$ cat src/design/asicm_pkg.sv
package asicm_pkg;
    typedef enum logic [1:0]
    {
        ASICM_FMT_I2S = 2'h0,
        ASICM_FMT_LJ  = 2'h1,
        ASICM_FMT_RJ  = 2'h2
    } asicm_fmt_type;
    typedef enum logic [1:0]
    {
        ASICM_WL_16 = 2'h0,
        ASICM_WL_20 = 2'h1,
        ASICM_WL_24 = 2'h2
    } asicm_wlen_type;
    localparam int          SAMPLE_W        = 24;
    localparam logic [6:0]  RATIO_32        = 7'h20;
    localparam logic [6:0]  RATIO_48        = 7'h30;
    localparam logic [6:0]  RATIO_64        = 7'h40;
    localparam int          STABLE_FRAMES   = 4;
    localparam int          PLL_MULT        = 512;
    localparam int          RAMP_STEP_CYC   = 16;
    localparam logic [7:0]  VOL_FULL        = 8'hFF;
    localparam logic [7:0]  RESET_VOL_VALUE = 8'h00;
    localparam int          SRC_DIV_HALF    = 6;
    localparam logic [6:0]  WD_LIMIT        = 7'h7F;
endpackage

$ cat src/design/asicm_link_if.sv
`timescale 1ns/1ps
`default_nettype none
interface asicm_link_if;
    logic mclk;
    logic bclk;
    logic lrclk;
    logic serial_audio_in;
    modport source
    (
        output mclk,
        output bclk,
        output lrclk,
        output serial_audio_in
    );
    modport sink
    (
        input mclk,
        input bclk,
        input lrclk,
        input serial_audio_in
    );
endinterface
`default_nettype wire

$ cat src/design/asicm_sync2.sv
`timescale 1ns/1ps
`default_nettype none
module asicm_sync2
(
    input  wire logic clk_sys,
    input  wire logic sys_rst,
    input  wire logic din,
    output logic      dout
);
    logic meta_reg;
    always_ff @(posedge clk_sys)
    begin
        if (sys_rst)
        begin
            meta_reg <= 1'b0;
            dout     <= 1'b0;
        end
        else
        begin
            meta_reg <= din;
            dout     <= meta_reg;
        end
    end
endmodule
`default_nettype wire

$ cat src/design/asicm_receiver.sv
`timescale 1ns/1ps
`default_nettype none
module asicm_receiver
(
    input  wire logic                  clk_sys,
    input  wire logic                  sys_rst,
    asicm_link_if.sink                 link,
    input  wire asicm_pkg::asicm_fmt_type  fmt,
    input  wire asicm_pkg::asicm_wlen_type wlen,
    input  wire logic                  soft_unmute,
    output logic [23:0]                left_sample,
    output logic                       left_valid,
    output logic [23:0]                right_sample,
    output logic                       right_valid,
    output logic                       muted,
    output logic                       pll_limp,
    output logic                       rate_locked,
    output logic [1:0]                 rate_code,
    output logic [7:0]                 volume,
    output logic                       pclk_from_mclk
);
    ////////////////////////////////////////////////////////////////////////////
    typedef enum logic [2:0]
    {
        ASICM_ST_LIMP   = 3'b001,
        ASICM_ST_RUN    = 3'b010,
        ASICM_ST_UNMUTE = 3'b100
    } asicm_state_type;

    logic bclk_s;
    logic lrclk_s;
    logic serial_audio_in_s;
    logic mclk_s;
    // single clock may serve as mclk and bclk; each sampled independently
    asicm_sync2 u_sync_bclk  (.clk_sys(clk_sys), .sys_rst(sys_rst), .din(link.bclk),
                              .dout(bclk_s));
    asicm_sync2 u_sync_lrclk (.clk_sys(clk_sys), .sys_rst(sys_rst), .din(link.lrclk),
                              .dout(lrclk_s));
    asicm_sync2 u_sync_serial_audio_in  (.clk_sys(clk_sys), .sys_rst(sys_rst),
                              .din(link.serial_audio_in), .dout(serial_audio_in_s));
    asicm_sync2 u_sync_mclk  (.clk_sys(clk_sys), .sys_rst(sys_rst), .din(link.mclk),
                              .dout(mclk_s));

    ////////////////////////////////////////////////////////////////////////////
    logic            bclk_d_reg;
    logic            mclk_d_reg;
    logic            lr_last_reg;
    logic            first_reg;
    logic [6:0]      bitcnt_reg;
    logic [6:0]      wd_reg;
    logic [6:0]      mwd_reg;
    logic [23:0]     shift_reg;
    logic [6:0]      ratio_reg;
    logic [2:0]      stable_reg;
    logic            clk_err;
    logic            ratio_ok;
    logic            bclk_rise;
    logic            lr_edge;
    logic [4:0]      wbits;
    logic            lr_is_left;
    logic            take_bit;
    logic [6:0]      pos;
    logic [6:0]      slot_pos;
    logic            frame_start;
    logic            take_first;
    asicm_state_type state_reg;
    logic [4:0]      ramp_reg;

    assign bclk_rise = bclk_s & ~bclk_d_reg;
    assign lr_edge   = bclk_rise & (lrclk_s != lr_last_reg);
    // left slot opens a frame: I2S on low level, LJ/RJ on high level
    assign frame_start = lr_edge & (lrclk_s == (fmt != asicm_pkg::ASICM_FMT_I2S));
    assign ratio_ok  = (bitcnt_reg == asicm_pkg::RATIO_32) ||
                       (bitcnt_reg == asicm_pkg::RATIO_48) ||
                       (bitcnt_reg == asicm_pkg::RATIO_64);

    always_comb
    begin
        unique case (wlen)
            asicm_pkg::ASICM_WL_16: wbits = 5'd16;
            asicm_pkg::ASICM_WL_20: wbits = 5'd20;
            default:                wbits = 5'd24;
        endcase
    end

    // bit position within current channel slot, counted from slot edge
    assign pos      = bitcnt_reg - {1'b0, ratio_reg[6:1]};
    assign slot_pos = (bitcnt_reg >= {1'b0, ratio_reg[6:1]}) ? pos : bitcnt_reg;
    // position 0 is sampled on the slot edge itself
    assign take_first = (fmt == asicm_pkg::ASICM_FMT_LJ) || ((fmt == asicm_pkg::ASICM_FMT_RJ) &&
                        ({1'b0, ratio_reg[6:1]} == {2'b0, wbits}));

    always_comb
    begin
        take_bit = 1'b0;
        unique case (fmt)
            asicm_pkg::ASICM_FMT_I2S:
                // one bit delay, trailing bits dropped
                take_bit = (slot_pos >= 7'h01) && (slot_pos <= {2'b0, wbits});
            asicm_pkg::ASICM_FMT_LJ:
                take_bit = slot_pos < {2'b0, wbits};
            default:
                // leading positions skipped so LSB lands last
                take_bit = slot_pos >= ({1'b0, ratio_reg[6:1]} - {2'b0, wbits});
        endcase
    end

    // I2S low=left; LJ/RJ high=left
    assign lr_is_left = (fmt == asicm_pkg::ASICM_FMT_I2S) ? ~lr_last_reg : lr_last_reg;

    ////////////////////////////////////////////////////////////////////////////
    // bit-clock edge tracking and frame counting
    always_ff @(posedge clk_sys)
    begin
        if (sys_rst)
        begin
            bclk_d_reg  <= 1'b0;
            lr_last_reg <= 1'b0;
            bitcnt_reg  <= 7'h00;
            first_reg   <= 1'b1;
        end
        else
        begin
            bclk_d_reg <= bclk_s;
            if (bclk_rise)
            begin
                lr_last_reg <= lrclk_s;
                if (frame_start)
                begin
                    bitcnt_reg <= 7'h01;
                    first_reg  <= 1'b0;
                end
                else if (bitcnt_reg != asicm_pkg::WD_LIMIT)
                    bitcnt_reg <= bitcnt_reg + 7'h01;
            end
        end
    end

    // ratio capture: one frame clock period per sample
    always_ff @(posedge clk_sys)
    begin
        if (sys_rst)
            ratio_reg <= asicm_pkg::RATIO_64;
        else if (frame_start & ratio_ok & ~first_reg)
            ratio_reg <= bitcnt_reg;
    end

    // watchdogs on bit clock and master clock
    always_ff @(posedge clk_sys)
    begin
        if (sys_rst)
        begin
            wd_reg     <= 7'h00;
            mwd_reg    <= 7'h00;
            mclk_d_reg <= 1'b0;
        end
        else
        begin
            mclk_d_reg <= mclk_s;
            wd_reg     <= bclk_rise ? 7'h00 :
                          (wd_reg == asicm_pkg::WD_LIMIT ? wd_reg : wd_reg + 7'h01);
            mwd_reg    <= (mclk_s & ~mclk_d_reg) ? 7'h00 :
                          (mwd_reg == asicm_pkg::WD_LIMIT ? mwd_reg : mwd_reg + 7'h01);
        end
    end

    assign clk_err = (wd_reg == asicm_pkg::WD_LIMIT) ||
                     (frame_start & ~first_reg & ~ratio_ok) ||
                     (bitcnt_reg == asicm_pkg::WD_LIMIT);

    ////////////////////////////////////////////////////////////////////////////
    // serial word capture
    always_ff @(posedge clk_sys)
    begin
        if (sys_rst)
        begin
            shift_reg    <= 24'h000000;
            left_sample  <= 24'h000000;
            right_sample <= 24'h000000;
            left_valid   <= 1'b0;
            right_valid  <= 1'b0;
        end
        else
        begin
            left_valid  <= 1'b0;
            right_valid <= 1'b0;
            if (bclk_rise & lr_edge)
            begin
                // slot closed: left-align signed word, zero fill
                if (lr_is_left)
                begin
                    left_sample <= shift_reg << (5'd24 - wbits);
                    left_valid  <= ~muted & ~clk_err;
                end
                else
                begin
                    right_sample <= shift_reg << (5'd24 - wbits);
                    right_valid  <= ~muted & ~clk_err;
                end
                shift_reg <= {23'h000000, take_first & serial_audio_in_s};
            end
            else if (bclk_rise & take_bit)
                shift_reg <= {shift_reg[22:0], serial_audio_in_s};
        end
    end

    ////////////////////////////////////////////////////////////////////////////
    // clock supervision: mute, limp, relock, unmute
    always_ff @(posedge clk_sys)
    begin
        if (sys_rst)
        begin
            state_reg   <= ASICM_ST_LIMP;
            stable_reg  <= 3'h0;
            ramp_reg    <= 5'h00;
            muted       <= 1'b1;
            pll_limp    <= 1'b1;
            rate_locked <= 1'b0;
            volume      <= asicm_pkg::RESET_VOL_VALUE;
        end
        else
        begin
            unique case (state_reg)
                ASICM_ST_RUN:
                    if (clk_err)
                    begin
                        muted       <= 1'b1;
                        volume      <= asicm_pkg::RESET_VOL_VALUE;
                        pll_limp    <= 1'b1;
                        rate_locked <= 1'b0;
                        stable_reg  <= 3'h0;
                        state_reg   <= ASICM_ST_LIMP;
                    end
                ASICM_ST_LIMP:
                    if (clk_err)
                        stable_reg <= 3'h0;
                    else if (frame_start & ratio_ok & ~first_reg)
                    begin
                        if (stable_reg == 3'(asicm_pkg::STABLE_FRAMES))
                        begin
                            pll_limp    <= 1'b0;
                            rate_locked <= 1'b1;
                            muted       <= 1'b0;
                            if (soft_unmute)
                                state_reg <= ASICM_ST_UNMUTE;
                            else
                            begin
                                volume    <= asicm_pkg::VOL_FULL;
                                state_reg <= ASICM_ST_RUN;
                            end
                        end
                        else
                            stable_reg <= stable_reg + 3'h1;
                    end
                ASICM_ST_UNMUTE:
                    if (clk_err)
                    begin
                        muted       <= 1'b1;
                        volume      <= asicm_pkg::RESET_VOL_VALUE;
                        pll_limp    <= 1'b1;
                        rate_locked <= 1'b0;
                        stable_reg  <= 3'h0;
                        state_reg   <= ASICM_ST_LIMP;
                    end
                    else
                    begin
                        ramp_reg <= ramp_reg + 5'h01;
                        if (ramp_reg == 5'(asicm_pkg::RAMP_STEP_CYC - 1))
                        begin
                            ramp_reg <= 5'h00;
                            volume <= volume + 8'h01;
                            if (volume == asicm_pkg::VOL_FULL - 8'h01)
                                state_reg <= ASICM_ST_RUN;
                        end
                    end
                default:
                    state_reg <= ASICM_ST_LIMP;
            endcase
        end
    end

    // processing-clock source select and rate code
    always_ff @(posedge clk_sys)
    begin
        if (sys_rst)
        begin
            pclk_from_mclk <= 1'b0;
            rate_code      <= 2'h0;
        end
        else
        begin
            // master clock only when present and link locked
            pclk_from_mclk <= (mwd_reg != asicm_pkg::WD_LIMIT) & rate_locked;
            rate_code      <= (ratio_reg == asicm_pkg::RATIO_32) ? 2'h0 :
                              (ratio_reg == asicm_pkg::RATIO_48) ? 2'h1 : 2'h2;
        end
    end
endmodule
`default_nettype wire

$ cat src/flat_wrapper.sv
// flat-port wrapper written by rule: the top's interface ports become plain ports
module asicm_receiver_flat 
  (clk_sys, sys_rst, fmt, wlen, soft_unmute, left_sample, left_valid, right_sample, right_valid, muted, pll_limp, rate_locked, rate_code, volume, pclk_from_mclk, link_mclk, link_bclk, link_lrclk, link_serial_audio_in);
  asicm_link_if link_i ();
  input  wire logic clk_sys;
  input  wire logic sys_rst;
  input  wire asicm_pkg::asicm_fmt_type fmt;
  input  wire asicm_pkg::asicm_wlen_type wlen;
  input  wire logic soft_unmute;
  output logic [23:0] left_sample;
  output logic left_valid;
  output logic [23:0] right_sample;
  output logic right_valid;
  output logic muted;
  output logic pll_limp;
  output logic rate_locked;
  output logic [1:0] rate_code;
  output logic [7:0] volume;
  output logic pclk_from_mclk;
  input wire logic [$bits(link_i.mclk)-1:0] link_mclk;
  input wire logic [$bits(link_i.bclk)-1:0] link_bclk;
  input wire logic [$bits(link_i.lrclk)-1:0] link_lrclk;
  input wire logic [$bits(link_i.serial_audio_in)-1:0] link_serial_audio_in;
  assign link_i.mclk = link_mclk;
  assign link_i.bclk = link_bclk;
  assign link_i.lrclk = link_lrclk;
  assign link_i.serial_audio_in = link_serial_audio_in;
  asicm_receiver u_core (.clk_sys(clk_sys), .sys_rst(sys_rst), .link(link_i), .fmt(fmt), .wlen(wlen), .soft_unmute(soft_unmute), .left_sample(left_sample), .left_valid(left_valid), .right_sample(right_sample), .right_valid(right_valid), .muted(muted), .pll_limp(pll_limp), .rate_locked(rate_locked), .rate_code(rate_code), .volume(volume), .pclk_from_mclk(pclk_from_mclk));
endmodule
$ cat config.mk
export PLATFORM = sky130hd
export DESIGN_NAME = asicm_receiver_flat
export DESIGN_NICKNAME = d
export VERILOG_FILES = /design/src/design/asicm_pkg.sv /design/src/design/asicm_link_if.sv /design/src/design/asicm_sync2.sv /design/src/design/asicm_receiver.sv /design/src/flat_wrapper.sv
export SDC_FILE = /design/constraint.sdc
export NUM_CORES = 1
export LEC_CHECK = 0
export BUFFER_PORTS_ARGS = -buffer_cell sky130_fd_sc_hd__buf_2
export CAP_MARGIN = 30
export CORE_MARGIN = 10
export CORE_UTILIZATION = 45
export DETAILED_ROUTE_END_ITERATION = 10
export PLACE_DENSITY_LB_ADDON = 0.05
export SLEW_MARGIN = 30
export SYNTH_ARGS = -nofsm -noshare
export SYNTH_HDL_FRONTEND = slang
export SYNTH_SLANG_ARGS = --single-unit
$ cat constraint.sdc
create_clock -name clk_sys -period 3.3 [get_ports clk_sys]
set_input_delay 0.165 -clock clk_sys [delete_from_list [all_inputs] [get_ports clk_sys]]
set_output_delay 0.165 -clock clk_sys [all_outputs]
set_load 0.02 [all_outputs]
# Word-level counts from Yosys, hierarchy flattened
# Cells that the tools add are included.
# classes
n_lt_le_gt_ge,5
addsub,9
mux,42
bitwise_logic,22
n_eq_ne,32
n_reduce_logical,30
shifts,1
# op_table
cell,n
2-to-1 mux 8 bit,7
2-to-1 mux 3 bit,12
== test 7 x 6 -> 1 bit (second input constant),4
== test 7 bit (second input constant),4
case mux 8 bit (3 select lines),1
left shift 24 x 5 -> 24 bit,1
adder 7 x 1 -> 7 bit (second input constant),3
2-to-1 mux 7 bit,3
inequality test 7 bit (second input constant),2
bitwise AND 1 bit,13
2-to-1 mux 1 bit,11
AND reduction 2 bit,5
OR reduction 2 bit,5
inequality test 3 x 1 -> 1 bit (second input constant),3
inverter 1 bit,9
case mux 3 bit (3 select lines),1
adder 8 x 1 -> 8 bit (second input constant),1
== test 8 bit (second input constant),1
inequality test 2 x 1 -> 1 bit (second input constant),4
case mux 4 bit (2 select lines),1
nonzero test 2 bit,4
>= comparator 7 x 1 -> 1 bit (second input constant),1
>= comparator 7 x 6 -> 1 bit,1
>= comparator 7 bit,1
31 further kinds,43
# word_totals
ff_bits,138
elab_cells,171

# Logic depth before layout (Yosys ltp)
# depth
depth_word,10
ltp_mapped,19
mapped_depth_nobuf,16

# Cells and area by module
# From an unflattened synthesis, not the netlist that was laid out.
# hier_totals
hier_cells,789
area_unflattened_um2,6601.3
# modules_own_cells
module,n_inst,cells_per_inst,area_each_um2
asicm_receiver,1,773,6391.1
asicm_sync2,4,4,52.6

# Worst setup path before layout
# OpenSTA, ideal clock, no wires.
# synth_path
path_kind,reg-to-reg
startpoint,register u_core.ratio_reg[5]
endpoint,register u_core.shift_reg[10]
setup_time_ps,119
path_slack_ps,-92
stages_incl_launch_ff,15
arrival_ps,3273
period_less_slack_ps,3392
cell_sequence,dfxtp_1 inv_1 ha_1 buf_6 a21o_1 a211o_1 a21oi_2 o21ai_0 ha_1 or4b_2 a31oi_1 o32a_4 nor2_8 buf_12 mux2i_1
# synth_via
elab_chain_len,6
# synth_rtl
element,line_no,source
"start, declared",asicm_receiver.sv:53,logic [6:0] ratio_reg;
"start signal, assigned",asicm_receiver.sv:143,ratio_reg <= asicm_pkg::RATIO_64;
"start signal, assigned",asicm_receiver.sv:145,ratio_reg <= bitcnt_reg;
subtractor 7 x 6 -> 7 bit / >= comparator 7 x 6 -> 1 bit (equally long branches),"asicm_receiver.sv:87, asicm_receiver.sv:88",
2-to-1 mux 7 bit,asicm_receiver.sv:88,"assign slot_pos = (bitcnt_reg >= {1'b0, ratio_reg[6:1]}) ? pos : bitcnt_reg;"
>= comparator 7 x 1 -> 1 bit / less-or-equal comparator 7 x 5 -> 1 bit (equally long branches),asicm_receiver.sv:99,"take_bit = (slot_pos >= 7'h01) && (slot_pos <= {2'b0, wbits});"
logical AND 1 bit,asicm_receiver.sv:99,
case mux 1 bit (2 select lines) (*),asicm_receiver.sv:96,unique case (fmt)
bitwise AND 1 bit (*),asicm_receiver.sv:202,else if (bclk_rise & take_bit)
"end signal, assigned",asicm_receiver.sv:200,"shift_reg <= {23'h000000, take_first & serial_audio_in_s};"
"end signal, assigned",asicm_receiver.sv:203,"shift_reg <= {shift_reg[22:0], serial_audio_in_s};"
"end, declared",asicm_receiver.sv:52,logic [23:0] shift_reg;
# Every way passes the cells marked *; elsewhere a longest branch is shown, timed or not.
# A chain may end at the register's enable or synchronous reset.

# Worst setup path in the final report
# Same ends and word-level chain as after synthesis.

==> key figures <==
Routing
  • Routed wire length: 18100 µm
  • Via/cell ratio: 5.39
  • Avg WL per Cell: 16.3 µm
  • Drt first-iter violations: 333
  • Drt drc: 0
  • Remaining antenna violation count: 0
  • Via Count: 6002
  • DRT Pass-1 Iters: 5

GRT
  • Initial antenna violation count: 0
  • Overflow after GRT: 0
  • GRT Util Overall: 0.178
  • Largest net degree at the start of global routing: 66
  • First-pass GRT wire length: 29700 µm
  • Via count of the first global-routing pass: 5992

Die
  • Initial core utilization: 0.462
  • Core Rows: 44
  • Die Ht: 142 µm
  • Core area: 0.0146 mm²
  • Die width: 142 µm
  • Io pins: 75
  • Die area: 0.0203 mm²

Timing
  • Unrepaired setup endpoints after global routing: true
  • Max Slew Vio Count: 0
  • Worst slew pin tran: 0.685 ns
  • Slew margin rel.: 0.543
  • Crit path time final: 3.20 ns
  • Fin Hold WS: 0.121 ns
  • Setup_tns: 0 ns
  • Final period util: 0.969
  • Setup ws final: 0.102 ns
  • Final hold viol count: 0
  • Clock skew: 0.0177 ns
  • Final setup violation count: 0
  • Max Clk Rate: 313 MHz

Worst setup path
  • CP Launch Type: flip-flop
  • WS Path Type: flip-flop to flip-flop
  • CP arrival: 3.55 ns
  • Crit. End Element: flip-flop
  • CP max FO: 6
  • Crit path required time: 3.65 ns

Synthesis
  • Syn_nets: 842
  • Async SR Flop Fraction: 0
  • Mapped cell area: 0.00674 mm²
  • Synthesized area per cell: 8.34 µm²
  • Synthesized instance count: 808
  • Yosys top cell area share: 0.410
  • Post-synth EDFFs: 0
  • Synth cell types: 66
  • Yosys warnings: 0
  • Register bit total from synthesis: 138
  • Register area share after synthesis: 0.410
  • Synth area leader: dfxtp_1
  • Top cells by area, synth: dfxtp_1, nand2_1, mux2i_1, a21oi_1, ha_1
  • Most used flip-flop cell after synthesis: dfxtp_1

Clock network
  • Clk root buf: clkbuf_16
  • Clock transition at path regs: 0.06 ns
  • CTS max path bufs: 2
  • CTS HTree Levels: 4
  • CTS tree: built
  • Clk sink count: 138
  • Clock Latency Late Sink: 0.43 ns
  • CTS Buf Count: 17

Cells and area
  • N_diodes: 0
  • Final instance area: 0.00837 mm²
  • Non-Filler Instances: 1113
  • Share of layout cells above drive strength 1: 0.215
  • Fin util: 0.574
  • Post-layout nets: 950
  • Area growth from synthesis to layout: 24.3%

Pwr
  • Final Power: 3.81 mW
  • Leakage: 3.36 nW
  • Peak VDD IR: 0.000437 V
  • Pwr dens: 455 mW/mm²

Place
  • Placed cell areas: 0.00745 mm²
  • IO buf count: 74
  • Final HPWL from detailed placement: 12700 µm
  • Pre-CTS setup slack: -0.143 ns
  • Dpl cells: 1063
  • Final Wtd Congestion: 0.879

Outcome
  • Status: finished, final reports clean

Job
  • Max-Cap Viols: 0

Hold path
  • Min-Delay Path Class: input pin to flip-flop
-- synth_stat cells (3+ instances only) --
master     number
nand2_1       149
dfxtp_1       138
a21oi_1        70
nor2_1         60
mux2i_1        49
o21ai_0        39
clkbuf_1       35
inv_1          25
nand3_1        23
ha_1           21
nor2b_1        18
nor3_1         16
and3_1         13
xnor2_1        13
a211oi_1       12
nand4_1        10
nand2b_1        9
xor2_1          8
and2_1          7
a21o_1          5
o211ai_1        5
o21a_1          5
o21bai_1        5
a31oi_1         4
nor4_1          4
o21ai_1         4
o22ai_1         4
a2111oi_0       3
o211a_1         3
-- final cells by class --
type                       count  area, µm²
clock buffer                  20        437
clock inverter                12        165
fill                        1336       6210
inverter                      25       93.8
multi-input combinational    603       3820
sequential                   138       2770
tap                          184        230
timing repair buffer         131        857
-- logic make-up after synthesis --
logic type	synth area share
compound gates	0.171
xor+xnor	0.0273
fa+ha+maj	0.0449
buf+inv	0.0464
flops	0.410
mux	0.0784
simple gates	0.222
-- report_power, final --
part,internal [mW],total [mW],switching (mW)
clock network,1.20,1.95,0.750
logic,0.0663,0.171,0.105
registers,1.68,1.69,0.00901
-- repair_timing --
item | 4_1_cts | 5_1_grt
pin swaps | 6 | 15
hold buffers | 4 | 0
setup endpoints to repair | 24 | 24
setup buffers | 5 | 7
endpoints found under the hold margin | 4 | 0
resized for setup | 12 | 18
cloned | 1 | 1
-- worst paths after layout --
| path | depth (start not counted) | end | slack (ns) | from |
|---|---|---|---|---|
| worst min register to register | 2 | u_core.mclk_d_reg$_SDFF_PP0_ | 0.43 | u_core.u_sync_mclk.dout$_SDFF_PP0_ |
| worst max-delay path | 16 | u_core.shift_reg[10]$_SDFFE_PP0P_ | 0.10 | u_core.ratio_reg[5]$_SDFFE_PP0P_ |
| worst min-delay path | 3 | u_core.state_reg[2]$_SDFFE_PP0P_ | 0.12 | soft_unmute |
| worst max register to register | 16 | u_core.shift_reg[10]$_SDFFE_PP0P_ | 0.10 | u_core.ratio_reg[5]$_SDFFE_PP0P_ |
-- per-layer routing --
metal  up-vias  wire length (µm)  track usage
li1       3038                 -            -
met1      2854              8140        0.216
met2        88              9260        0.309
met3        22               468       0.0370
met4         0               244       0.0543
met5         -                 0            0
-- cell usage in the layout, fill, tap and decap left out, types with 4 or more instances in the layout --
cell / n
nand3_1: 22
o21bai_1: 5
and2_1: 7
dfxtp_1: 134
a211oi_1: 12
mux2i_1: 49
dfxtp_2: 4
and3_1: 13
nor2b_1: 17
ha_1: 15
nor2_1: 58
o211ai_1: 5
ha_4: 4
o21a_1: 5
nand4_1: 10
nand2_1: 149
xor2_1: 8
nand2b_1: 8
nor3_1: 16
a21oi_1: 68
o21ai_0: 37
clkbuf_16: 17
o21ai_1: 6
dlygate4sd3_1: 4
buf_2: 74
a21o_1: 5
xnor2_1: 13
buf_4: 47
inv_1: 23
-- worst max-delay path: stages (launching register included) --
cell	delay (ns)
dfxtp_2	0.33
inv_2	0.05
ha_4	0.23
a21o_1	0.17
a211oi_2	0.27
o21ai_2	0.12
nand2_1	0.07
o21ai_1	0.06
ha_1	0.29
inv_2	0.04
a21oi_2	0.12
nor2_1	0.06
a221o_1	0.33
o32a_4	0.41
buf_6	0.13
nor2_4	0.22
mux2i_1	0.22
Note: power is estimated with default switching activity, not from simulation.
